### src/include/bmpc_defs.svh
// Clock, reset values and timing counts of the burst and protection control
`ifndef BMPC_DEFS_SVH
`define BMPC_DEFS_SVH

// Logic clock
`define BMPC_CLK_HZ          125000000
`define BMPC_CLK_MHZ         125
`define BMPC_CNT_W           22

// Times in their own units
`define BMPC_BURST_HZ        52000
`define BMPC_MAXON_NS        30000
`define BMPC_LEB_NS          330
`define BMPC_OL_BLANK_MS     24
`define BMPC_ENTRY_BLANK_MS  20
`define BMPC_OVP_BLANK_NS    1000
`define BMPC_SW_BLANK_NS     200

// Cycle counts; longest times round down, least times round up
`define BMPC_BURST_PER_CYC   (`BMPC_CLK_HZ / `BMPC_BURST_HZ)
`define BMPC_DUTY_CYC        (`BMPC_BURST_PER_CYC / 2)
`define BMPC_MAXON_CYC       (`BMPC_MAXON_NS * `BMPC_CLK_MHZ / 1000)
`define BMPC_LEB_CYC         ((`BMPC_LEB_NS * `BMPC_CLK_MHZ + 999) / 1000)
`define BMPC_OL_CYC          (`BMPC_OL_BLANK_MS * `BMPC_CLK_MHZ * 1000)
`define BMPC_ENTRY_CYC       (`BMPC_ENTRY_BLANK_MS * `BMPC_CLK_MHZ * 1000)
`define BMPC_OVP_CYC         ((`BMPC_OVP_BLANK_NS * `BMPC_CLK_MHZ + 999) / 1000)
`define BMPC_SW_CYC          ((`BMPC_SW_BLANK_NS * `BMPC_CLK_MHZ + 999) / 1000)

// Up/down counter
`define BMPC_UDCNT_RST       3'h1
`define BMPC_UDCNT_MAX       3'h7

`endif

### src/include/bmpc_pkg.sv
// Types of the burst and protection control
package bmpc_pkg;

    // Comparator decisions, one bit each
    typedef struct packed {
        logic fbBelowEntry;   // Below burst_entry_level
        logic fbAboveResume;  // Above burst_resume_level
        logic fbBelowPause;   // At or below burst_pause_level
        logic fbAboveExit;    // Above burst_exit_level
        logic fbPulledHigh;   // Overload or open loop
        logic csAbovePeak;    // Normal peak current reached
        logic csAboveBurst;   // burst_peak_limit reached
        logic csShortWind;    // Above short_winding_level
        logic zcOverVolt;     // Above output_overvoltage_level
        logic supplyOver;     // Supply overvoltage
        logic supplyUnder;    // Below supply_off_level
        logic supplyAboveOn;  // Above supply_on_level
        logic overTemp;       // Junction over temperature
    } bmpc_cmp_type;

    // Operating states
    typedef enum logic [2:0] {
        ST_DRAIN,
        ST_CHARGE,
        ST_RUN,
        ST_BURST,
        ST_LATCH
    } bmpc_state_type;

endpackage

### src/core/bmpc_sync3.sv
// Three-stage synchroniser with agreement filter for comparator inputs
`timescale 1ns/1ps

module bmpc_sync3
    import bmpc_pkg::*;
#(
    parameter int WIDTH = $bits(bmpc_cmp_type)
) (
    input  wire logic             ref_clk,
    input  wire logic             reset,
    input  wire logic [WIDTH-1:0] asyncIn,
    output logic      [WIDTH-1:0] syncOut
);

    logic [WIDTH-1:0] stage1_ff;
    logic [WIDTH-1:0] stage2_ff;
    logic [WIDTH-1:0] stage3_ff;
    logic [WIDTH-1:0] out_ff;
    logic [WIDTH-1:0] nxt_out;

    // A bit changes only once stages two and three agree
    always_comb begin
        for (int i = 0; i < WIDTH; i++) begin
            nxt_out[i] = (stage2_ff[i] == stage3_ff[i]) ? stage3_ff[i]
                                                         : out_ff[i];
        end
    end

    // Register stages
    always_ff @(posedge ref_clk) begin
        if (reset) begin
            stage1_ff <= '0;
            stage2_ff <= '0;
            stage3_ff <= '0;
            out_ff    <= '0;
        end else begin
            stage1_ff <= asyncIn;
            stage2_ff <= stage1_ff;
            stage3_ff <= stage2_ff;
            out_ff    <= nxt_out;
        end
    end

    assign syncOut = out_ff;

endmodule // bmpc_sync3

### src/core/bmpc_ctrl.sv
// Burst mode, gate timing and protection control of a flyback controller
`timescale 1ns/1ps
`include "bmpc_defs.svh"

module bmpc_ctrl
    import bmpc_pkg::*;
#(
    parameter logic [21:0] OVERLOAD_BLANK_CYC = 22'(`BMPC_OL_CYC),
    parameter logic [21:0] ENTRY_BLANK_CYC    = 22'(`BMPC_ENTRY_CYC)
) (
    input  wire logic         ref_clk,
    input  wire logic         reset,
    input  wire bmpc_cmp_type rawCmp,
    input  wire logic         zcTurnOn,
    input  wire logic         cntUp,
    input  wire logic         cntDown,
    output logic              gateOn_ff,
    output logic              startupEn_ff,
    output logic              biasEn_ff,
    output logic              burstMode_ff,
    output logic              peakSelBurst_ff,
    output logic              latchedOff_ff,
    output logic              autoRestart_ff,
    output logic              softStart_ff,
    output logic [2:0]        udCount_ff
);

    localparam logic [21:0] BURST_PER = 22'(`BMPC_BURST_PER_CYC);
    localparam logic [21:0] DUTY_CYC  = 22'(`BMPC_DUTY_CYC);
    localparam logic [21:0] MAXON_CYC = 22'(`BMPC_MAXON_CYC);
    localparam logic [21:0] LEB_CYC   = 22'(`BMPC_LEB_CYC);
    localparam logic [21:0] OVP_CYC   = 22'(`BMPC_OVP_CYC);
    localparam logic [21:0] SW_CYC    = 22'(`BMPC_SW_CYC);

    ////////////////////////////////////////////////////////////////////////
    // Input synchronisation

    logic [$bits(bmpc_cmp_type)-1:0] cmpVec;
    bmpc_cmp_type                    cmp;

    // Every comparator decision crosses into the logic clock
    bmpc_sync3 u_sync (
        .ref_clk (ref_clk),
        .reset   (reset),
        .asyncIn (rawCmp),
        .syncOut (cmpVec)
    );

    assign cmp = bmpc_cmp_type'(cmpVec);

    // Next count of a hold timer, saturating one below its limit
    function automatic logic [21:0] holdNext(input logic        cond,
                                             input logic [21:0] cnt,
                                             input logic [21:0] lim);
        if (!cond) begin
            holdNext = '0;
        end else if (cnt >= lim - 22'h000001) begin
            holdNext = cnt;
        end else begin
            holdNext = cnt + 22'h000001;
        end
    endfunction

    ////////////////////////////////////////////////////////////////////////
    // State and timers

    bmpc_state_type state_ff;
    bmpc_state_type nxt_state;
    logic [21:0]    onCnt_ff;
    logic [21:0]    tmr_ff;
    logic [21:0]    olCnt_ff;
    logic [21:0]    entCnt_ff;
    logic [21:0]    ovpCnt_ff;
    logic [21:0]    swCnt_ff;
    logic           burstPause_ff;
    logic [21:0]    nxt_onCnt;
    logic [21:0]    nxt_tmr;
    logic [21:0]    nxt_olCnt;
    logic [21:0]    nxt_entCnt;
    logic [21:0]    nxt_ovpCnt;
    logic [21:0]    nxt_swCnt;
    logic           nxt_burstPause;
    logic           nxt_gateOn;
    logic           nxt_startupEn;
    logic           nxt_biasEn;
    logic           nxt_burstMode;
    logic           nxt_peakSelBurst;
    logic           nxt_softStart;
    logic [2:0]     nxt_udCount;
    logic           active;
    logic           latchFault;
    logic           restartFault;
    logic           onDone;

    // Protection timers and fault decisions
    always_comb begin
        active     = (state_ff == ST_RUN) || (state_ff == ST_BURST);
        nxt_olCnt  = holdNext(active && cmp.fbPulledHigh,
                              olCnt_ff, OVERLOAD_BLANK_CYC);
        nxt_ovpCnt = holdNext(active && !gateOn_ff && cmp.zcOverVolt,
                              ovpCnt_ff, OVP_CYC);
        nxt_swCnt  = holdNext(active && gateOn_ff && cmp.csShortWind,
                              swCnt_ff, SW_CYC);
        latchFault = active &&
                     ((!gateOn_ff && cmp.zcOverVolt &&
                       ovpCnt_ff == OVP_CYC - 22'h000001) ||
                      (gateOn_ff && cmp.csShortWind &&
                       swCnt_ff == SW_CYC - 22'h000001));
        restartFault = active &&
                       (cmp.supplyOver || cmp.supplyUnder ||
                        cmp.overTemp ||
                        (cmp.fbPulledHigh && olCnt_ff ==
                         OVERLOAD_BLANK_CYC - 22'h000001));
    end

    // Operating state, gate and burst sequencing
    always_comb begin
        nxt_state        = state_ff;
        nxt_gateOn       = gateOn_ff;
        nxt_startupEn    = startupEn_ff;
        nxt_biasEn       = biasEn_ff;
        nxt_burstMode    = burstMode_ff;
        nxt_burstPause   = burstPause_ff;
        nxt_peakSelBurst = peakSelBurst_ff;
        nxt_udCount      = udCount_ff;
        nxt_softStart    = 1'b0;
        nxt_tmr          = tmr_ff;
        nxt_entCnt       = '0;
        // First high cycle counts one, so the gate stands the full limit
        onDone           = (onCnt_ff == MAXON_CYC);
        unique case (state_ff)
            ST_DRAIN: begin
                nxt_gateOn    = 1'b0;
                nxt_biasEn    = 1'b0;
                nxt_startupEn = 1'b0;
                if (cmp.supplyUnder) begin
                    nxt_state     = ST_CHARGE;
                    nxt_startupEn = 1'b1;
                end
            end
            ST_CHARGE: begin
                nxt_gateOn    = 1'b0;
                nxt_startupEn = 1'b1;
                if (cmp.supplyAboveOn) begin
                    nxt_state     = ST_RUN;
                    nxt_startupEn = 1'b0;
                    nxt_biasEn    = 1'b1;
                    nxt_softStart = 1'b1;
                end
            end
            ST_RUN: begin
                // Valley-timed turn-on, peak or on-time turn-off
                if (gateOn_ff) begin
                    if ((onCnt_ff >= LEB_CYC && cmp.csAbovePeak) ||
                        onDone) begin
                        nxt_gateOn = 1'b0;
                    end
                end else if (zcTurnOn) begin
                    nxt_gateOn = 1'b1;
                end
                // Up/down counter saturates between one and seven
                if (cntUp && !cntDown && udCount_ff != `BMPC_UDCNT_MAX) begin
                    nxt_udCount = udCount_ff + 3'h1;
                end else if (cntDown && !cntUp &&
                             udCount_ff != `BMPC_UDCNT_RST) begin
                    nxt_udCount = udCount_ff - 3'h1;
                end
                nxt_entCnt = holdNext(cmp.fbBelowEntry &&
                                      udCount_ff == `BMPC_UDCNT_MAX,
                                      entCnt_ff, ENTRY_BLANK_CYC);
                if (cmp.fbBelowEntry && udCount_ff == `BMPC_UDCNT_MAX &&
                    entCnt_ff == ENTRY_BLANK_CYC - 22'h000001) begin
                    nxt_state        = ST_BURST;
                    nxt_burstMode    = 1'b1;
                    nxt_burstPause   = 1'b1;
                    nxt_biasEn       = 1'b0;
                    nxt_gateOn       = 1'b0;
                    nxt_peakSelBurst = 1'b1;
                end
            end
            ST_BURST: begin
                if (cmp.fbAboveExit) begin
                    nxt_state        = ST_RUN;
                    nxt_burstMode    = 1'b0;
                    nxt_burstPause   = 1'b0;
                    nxt_biasEn       = 1'b1;
                    nxt_gateOn       = 1'b0;
                    nxt_peakSelBurst = 1'b0;
                    nxt_udCount      = `BMPC_UDCNT_RST;
                end else if (burstPause_ff) begin
                    nxt_gateOn = 1'b0;
                    if (cmp.fbAboveResume) begin
                        nxt_burstPause = 1'b0;
                        nxt_biasEn     = 1'b1;
                        nxt_tmr        = BURST_PER - 22'h000001;
                    end
                end else if (cmp.fbBelowPause) begin
                    nxt_burstPause = 1'b1;
                    nxt_biasEn     = 1'b0;
                    nxt_gateOn     = 1'b0;
                end else begin
                    nxt_tmr = (tmr_ff >= BURST_PER - 22'h000001) ? '0
                              : tmr_ff + 22'h000001;
                    // Whichever turn-off cause comes first wins
                    if (gateOn_ff) begin
                        if ((onCnt_ff >= LEB_CYC && cmp.csAboveBurst) ||
                            onCnt_ff == DUTY_CYC ||
                            onDone) begin
                            nxt_gateOn = 1'b0;
                        end
                    end else if (tmr_ff >= BURST_PER - 22'h000001) begin
                        nxt_gateOn = 1'b1;
                    end
                end
            end
            ST_LATCH: begin
                nxt_gateOn = 1'b0;
                nxt_biasEn = 1'b0;
                if (cmp.supplyUnder) begin
                    nxt_startupEn = 1'b1;
                end else if (cmp.supplyAboveOn) begin
                    nxt_startupEn = 1'b0;
                end
            end
        endcase
        // Fault responses override normal sequencing
        if (latchFault || restartFault) begin
            nxt_state        = latchFault ? ST_LATCH : ST_DRAIN;
            nxt_gateOn       = 1'b0;
            nxt_biasEn       = 1'b0;
            nxt_startupEn    = 1'b0;
            nxt_burstMode    = 1'b0;
            nxt_burstPause   = 1'b0;
            nxt_peakSelBurst = 1'b0;
            nxt_udCount      = `BMPC_UDCNT_RST;
        end
        nxt_onCnt = nxt_gateOn ? onCnt_ff + 22'h000001 : '0;
    end

    // Register all state; only a full reset leaves the latched state
    always_ff @(posedge ref_clk) begin
        if (reset) begin
            state_ff        <= ST_CHARGE;
            gateOn_ff       <= 1'b0;
            startupEn_ff    <= 1'b1;
            biasEn_ff       <= 1'b0;
            burstMode_ff    <= 1'b0;
            burstPause_ff   <= 1'b0;
            peakSelBurst_ff <= 1'b0;
            latchedOff_ff   <= 1'b0;
            autoRestart_ff  <= 1'b1;
            softStart_ff    <= 1'b0;
            udCount_ff      <= `BMPC_UDCNT_RST;
            onCnt_ff        <= '0;
            tmr_ff          <= '0;
            olCnt_ff        <= '0;
            entCnt_ff       <= '0;
            ovpCnt_ff       <= '0;
            swCnt_ff        <= '0;
        end else begin
            state_ff        <= nxt_state;
            gateOn_ff       <= nxt_gateOn;
            startupEn_ff    <= nxt_startupEn;
            biasEn_ff       <= nxt_biasEn;
            burstMode_ff    <= nxt_burstMode;
            burstPause_ff   <= nxt_burstPause;
            peakSelBurst_ff <= nxt_peakSelBurst;
            latchedOff_ff   <= (nxt_state == ST_LATCH);
            autoRestart_ff  <= (nxt_state == ST_DRAIN) ||
                               (nxt_state == ST_CHARGE);
            softStart_ff    <= nxt_softStart;
            udCount_ff      <= nxt_udCount;
            onCnt_ff        <= nxt_onCnt;
            tmr_ff          <= nxt_tmr;
            olCnt_ff        <= nxt_olCnt;
            entCnt_ff       <= nxt_entCnt;
            ovpCnt_ff       <= nxt_ovpCnt;
            swCnt_ff        <= nxt_swCnt;
        end
    end
endmodule // bmpc_ctrl

### config.mk
export PLATFORM = sky130hd
export DESIGN_NAME = bmpc_ctrl
export DESIGN_NICKNAME = d
export VERILOG_FILES = /design/src/include/bmpc_pkg.sv /design/src/core/bmpc_sync3.sv /design/src/core/bmpc_ctrl.sv
export VERILOG_INCLUDE_DIRS = /design/src /design/src/include
export SDC_FILE = /design/constraint.sdc
export NUM_CORES = 1
export LEC_CHECK = 0
export ABC_AREA = 1
export CAP_MARGIN = 20
export CORE_UTILIZATION = 45
export CTS_CLUSTER_SIZE = 10
export DETAILED_ROUTE_END_ITERATION = 16
export DONT_BUFFER_PORTS = 1
export PLACE_DENSITY = 0.59
export SLEW_MARGIN = 20
export SYNTH_ARGS = -nofsm -noshare
export SYNTH_HDL_FRONTEND = slang
export SYNTH_SLANG_ARGS = --single-unit
### constraint.sdc
create_clock -name ref_clk -period 2.8 [get_ports ref_clk]
set_clock_uncertainty 0.2 [all_clocks]
set_input_delay 0.7 -clock ref_clk [delete_from_list [all_inputs] [get_ports ref_clk]]
set_output_delay 0.7 -clock ref_clk [all_outputs]
set_load 0.005 [all_outputs]
==> flow_summary.json <==
{
  "finalSetupTns_ps": 0,
  "root_buffer": "clkbuf_16",
  "crit_path_top_delay_cell": "dfxtp_1",
  "grt_pass1_wl_um": 32600,
  "intPower_mw": 4.15,
  "detail_route.iter0.violations": 396,
  "seqPwrFrac": 0.529,
  "crit_chain": "ha_1, nand2_2, nor2_4, nand2_1, nor2_1, nand3_1, nand2_1, nand2_2, nand2_4, nor2_4, nand2_4, buf_12, nor2_4",
  "antenna_cells": 0,
  "hpwl_um": 13300,
  "worstSetupPathType": "reg -> reg",
  "ys_seq_area_frac": 0.430,
  "ctsHoldBuffers": 0,
  "synth_cell_type_count": 47,
  "holdCritPathClass": "in -> reg",
  "p_sw_frac": 0.229,
  "combPwrFrac": 0.008,
  "cellLeakagePower_nw": 3.73,
  "cts_sinks": 198,
  "final_hold_viol_count": 0,
  "crit_family": "simple AND/OR/NAND/NOR gates",
  "boundaryPins": 29,
  "synth_nets": 1299,
  "dieArea_um2": 21100,
  "crit_arrival_ps": 2510,
  "rows": 52,
  "grtUsageTotal": 0.187,
  "fin_nets": 1296,
  "fmax_mhz": 420,
  "start_util": 0.457,
  "numCtsBuffers": 17,
  "ir_drop_mv": 0.346,
  "rsz0062_at_grt": "false",
  "max_stage_delay_ps": 420,
  "cap_violations": 0,
  "slew_viol_final": 0,
  "area.growth.synth_to_final_pct": 9.01,
  "worstPathRequired_ps": 2930,
  "cp_max_fo": 14,
  "end_kind": "flip-flop",
  "ys.flop_type": "dfxtp_1",
  "power.switching_mw": 1.23,
  "drc": 0,
  "ant_nets": 0,
  "seq_area_um2": 3960,
  "postSynthCellCount": 1266,
  "gp_congestion": 0.873,
  "status": "complete, no violations",
  "clock_latency_ps": 440,
  "setup_violations": 0,
  "slew_headroom": 0.438,
  "clkPwrFrac": 0.463,
  "grt_pass1_vias": 7032,
  "core_area_um2": 20200,
  "routed_wl_um": 18400,
  "clkTransAtPathRegs_ps": 80,
  "num_vias": 7380,
  "die_w_um": 145,
  "crit_buf_inv": 1,
  "fp.dieH_um": 145,
  "cts_tree": "done",
  "tightest_slew_ps": 841,
  "cts_setup_buffers": 0,
  "async_reset_ff_frac": 0,
  "numPortBuffers": 0,
  "period_share": 0.850,
  "clock_path_buffers": 2,
  "power_density_nw_per_um2": 535,
  "synth_seq_cells": 198,
  "fill_cells": 2054,
  "period_minus_slack_ps": 2380,
  "synth_edf_count": 0,
  "cts_resized": 0,
  "drive_gt1_frac": 0.0823,
  "final_util": 0.498,
  "grt_max_degree": 63,
  "cts_max_level": 4,
  "synth-warning-count": 0,
  "synthesis.area_um2": 9220,
  "multi_input_area_um2": 4370,
  "vias_per_cell": 4.77,
  "grt_overflow_total": 0,
  "cp-start-kind": "flip-flop",
  "drtPass1Iterations": 4,
  "wl_per_cell_um": 11.9,
  "antenna_found_initial": 0,
  "cpMostUsedCell": "nor2_4",
  "avgSynthCellArea_um2": 7.28
}
final timing paths:
path                             start                   end  slack, ps  cells after the start
hold / removal                   reset            tmr_ff[13]        140                      1
setup / recovery           olCnt_ff[0]           onCnt_ff[8]        420                     13
hold reg to reg   u_sync.stage1_ff[11]  u_sync.stage2_ff[11]        200                      2
setup reg to reg           olCnt_ff[0]           onCnt_ff[8]        420                     13
synthesized netlist by cell type (5+ instances only):
library cell / number / share of area
xor2_1: 26 / 0.025
ha_1: 15 / 0.020
inv_2: 12 / 0.0049
inv_1: 179 / 0.073
nor3b_1: 5 / 0.0041
o21ai_1: 7 / 0.0038
buf_2: 10 / 0.0054
nand3_1: 58 / 0.031
nor2_4: 22 / 0.027
nor2_1: 208 / 0.085
nand3b_1: 5 / 0.0041
nand2_2: 5 / 0.0034
o21ai_0: 34 / 0.018
nand3_2: 6 / 0.0065
nor2_2: 7 / 0.0047
nor3_1: 49 / 0.027
nor4_1: 7 / 0.0047
a21oi_1: 76 / 0.041
nand2_1: 240 / 0.098
nand4_1: 26 / 0.018
dfxtp_1: 198 / 0.43
clkbuf_1: 8 / 0.0033
a211oi_1: 7 / 0.0057
xnor2_1: 18 / 0.017
buf_4: 5 / 0.0041
stage by stage:
stage	std cells	hold slack (ps)	cell area [um^2]	worst slack [ps]	power [mW]
2_1_floorplan	1266	188	9220	887	2.96
3_3_place_gp	1514	195	9450	478	2.96
3_5_place_dp	1514	192	9450	403	2.96
4_1_cts	1546	113	10100	384	5.45
5_1_grt	1546	109	10100	287	5.58
6_report	1546	138	10100	420	5.38
power groups by stage:
stage | Sequential [mW] | Combinational, mW | Clock (mW)
after floorplan | 2.91 | 0.0477 | 0
after global placement | 2.91 | 0.0450 | 0
after detailed placement | 2.91 | 0.0452 | 0
after CTS | 2.85 | 0.0456 | 2.56
after global routing | 2.85 | 0.0540 | 2.68
final | 2.85 | 0.0446 | 2.49
final cells by class:
cell class                 count  share of cell area
clock buffer                  18              0.0437
clock inverter                14              0.0161
inverter                     192              0.0717
sequential                   198               0.394
multi-input combinational    847               0.434
tap                          270              0.0336
timing repair buffer           7             0.00647
layer usage:
metal / global-route usage / part of all wire / vias to the layer above
li1: - / - / 3972
met1: 0.255 / 0.52 / 3317
met4: 0.0553 / 0.013 / 0
met3: 0.0418 / 0.030 / 21
met2: 0.292 / 0.43 / 70
met5: 0 / 0 / -
cells by family (layout without fill, tap and decap cells):
family / after synthesis / after routing / synth area share
DFF: 198 / 198 / 0.430
and+or+nand+nor: 653 / 653 / 0.333
buffers and inverters: 221 / 231 / 0.0969
xor gates and xnor gates: 44 / 44 / 0.0418
adders and majority gates: 15 / 15 / 0.0204
AOI/OAI and AO/OA: 135 / 135 / 0.0787
cell usage in the layout (no fill, tap or decap), drive strengths merged, types with 7 or more instances in the layout:
cell type / count
nand2: 248
nor2: 239
dfxtp: 198
inv: 198
a21oi: 77
nand3: 65
nor3: 50
o21ai: 41
nand4: 26
xor2: 26
xnor2: 18
clkbuf: 18
ha: 15
nor4: 9
a211oi: 8
buf: 7
state kept, by name, indices dropped and copies added (netlist names), 3 cells and up:
register,cells
onCnt_ff,22
tmr_ff,22
udCount_ff,3
olCnt_ff,22
u_sync.stage3_ff,13
u_sync.syncOut,13
u_sync.stage1_ff,13
entCnt_ff,22
ovpCnt_ff,22
swCnt_ff,22
state_ff,3
u_sync.stage2_ff,13
No activity file was read; power rests on OpenSTA's default activity.
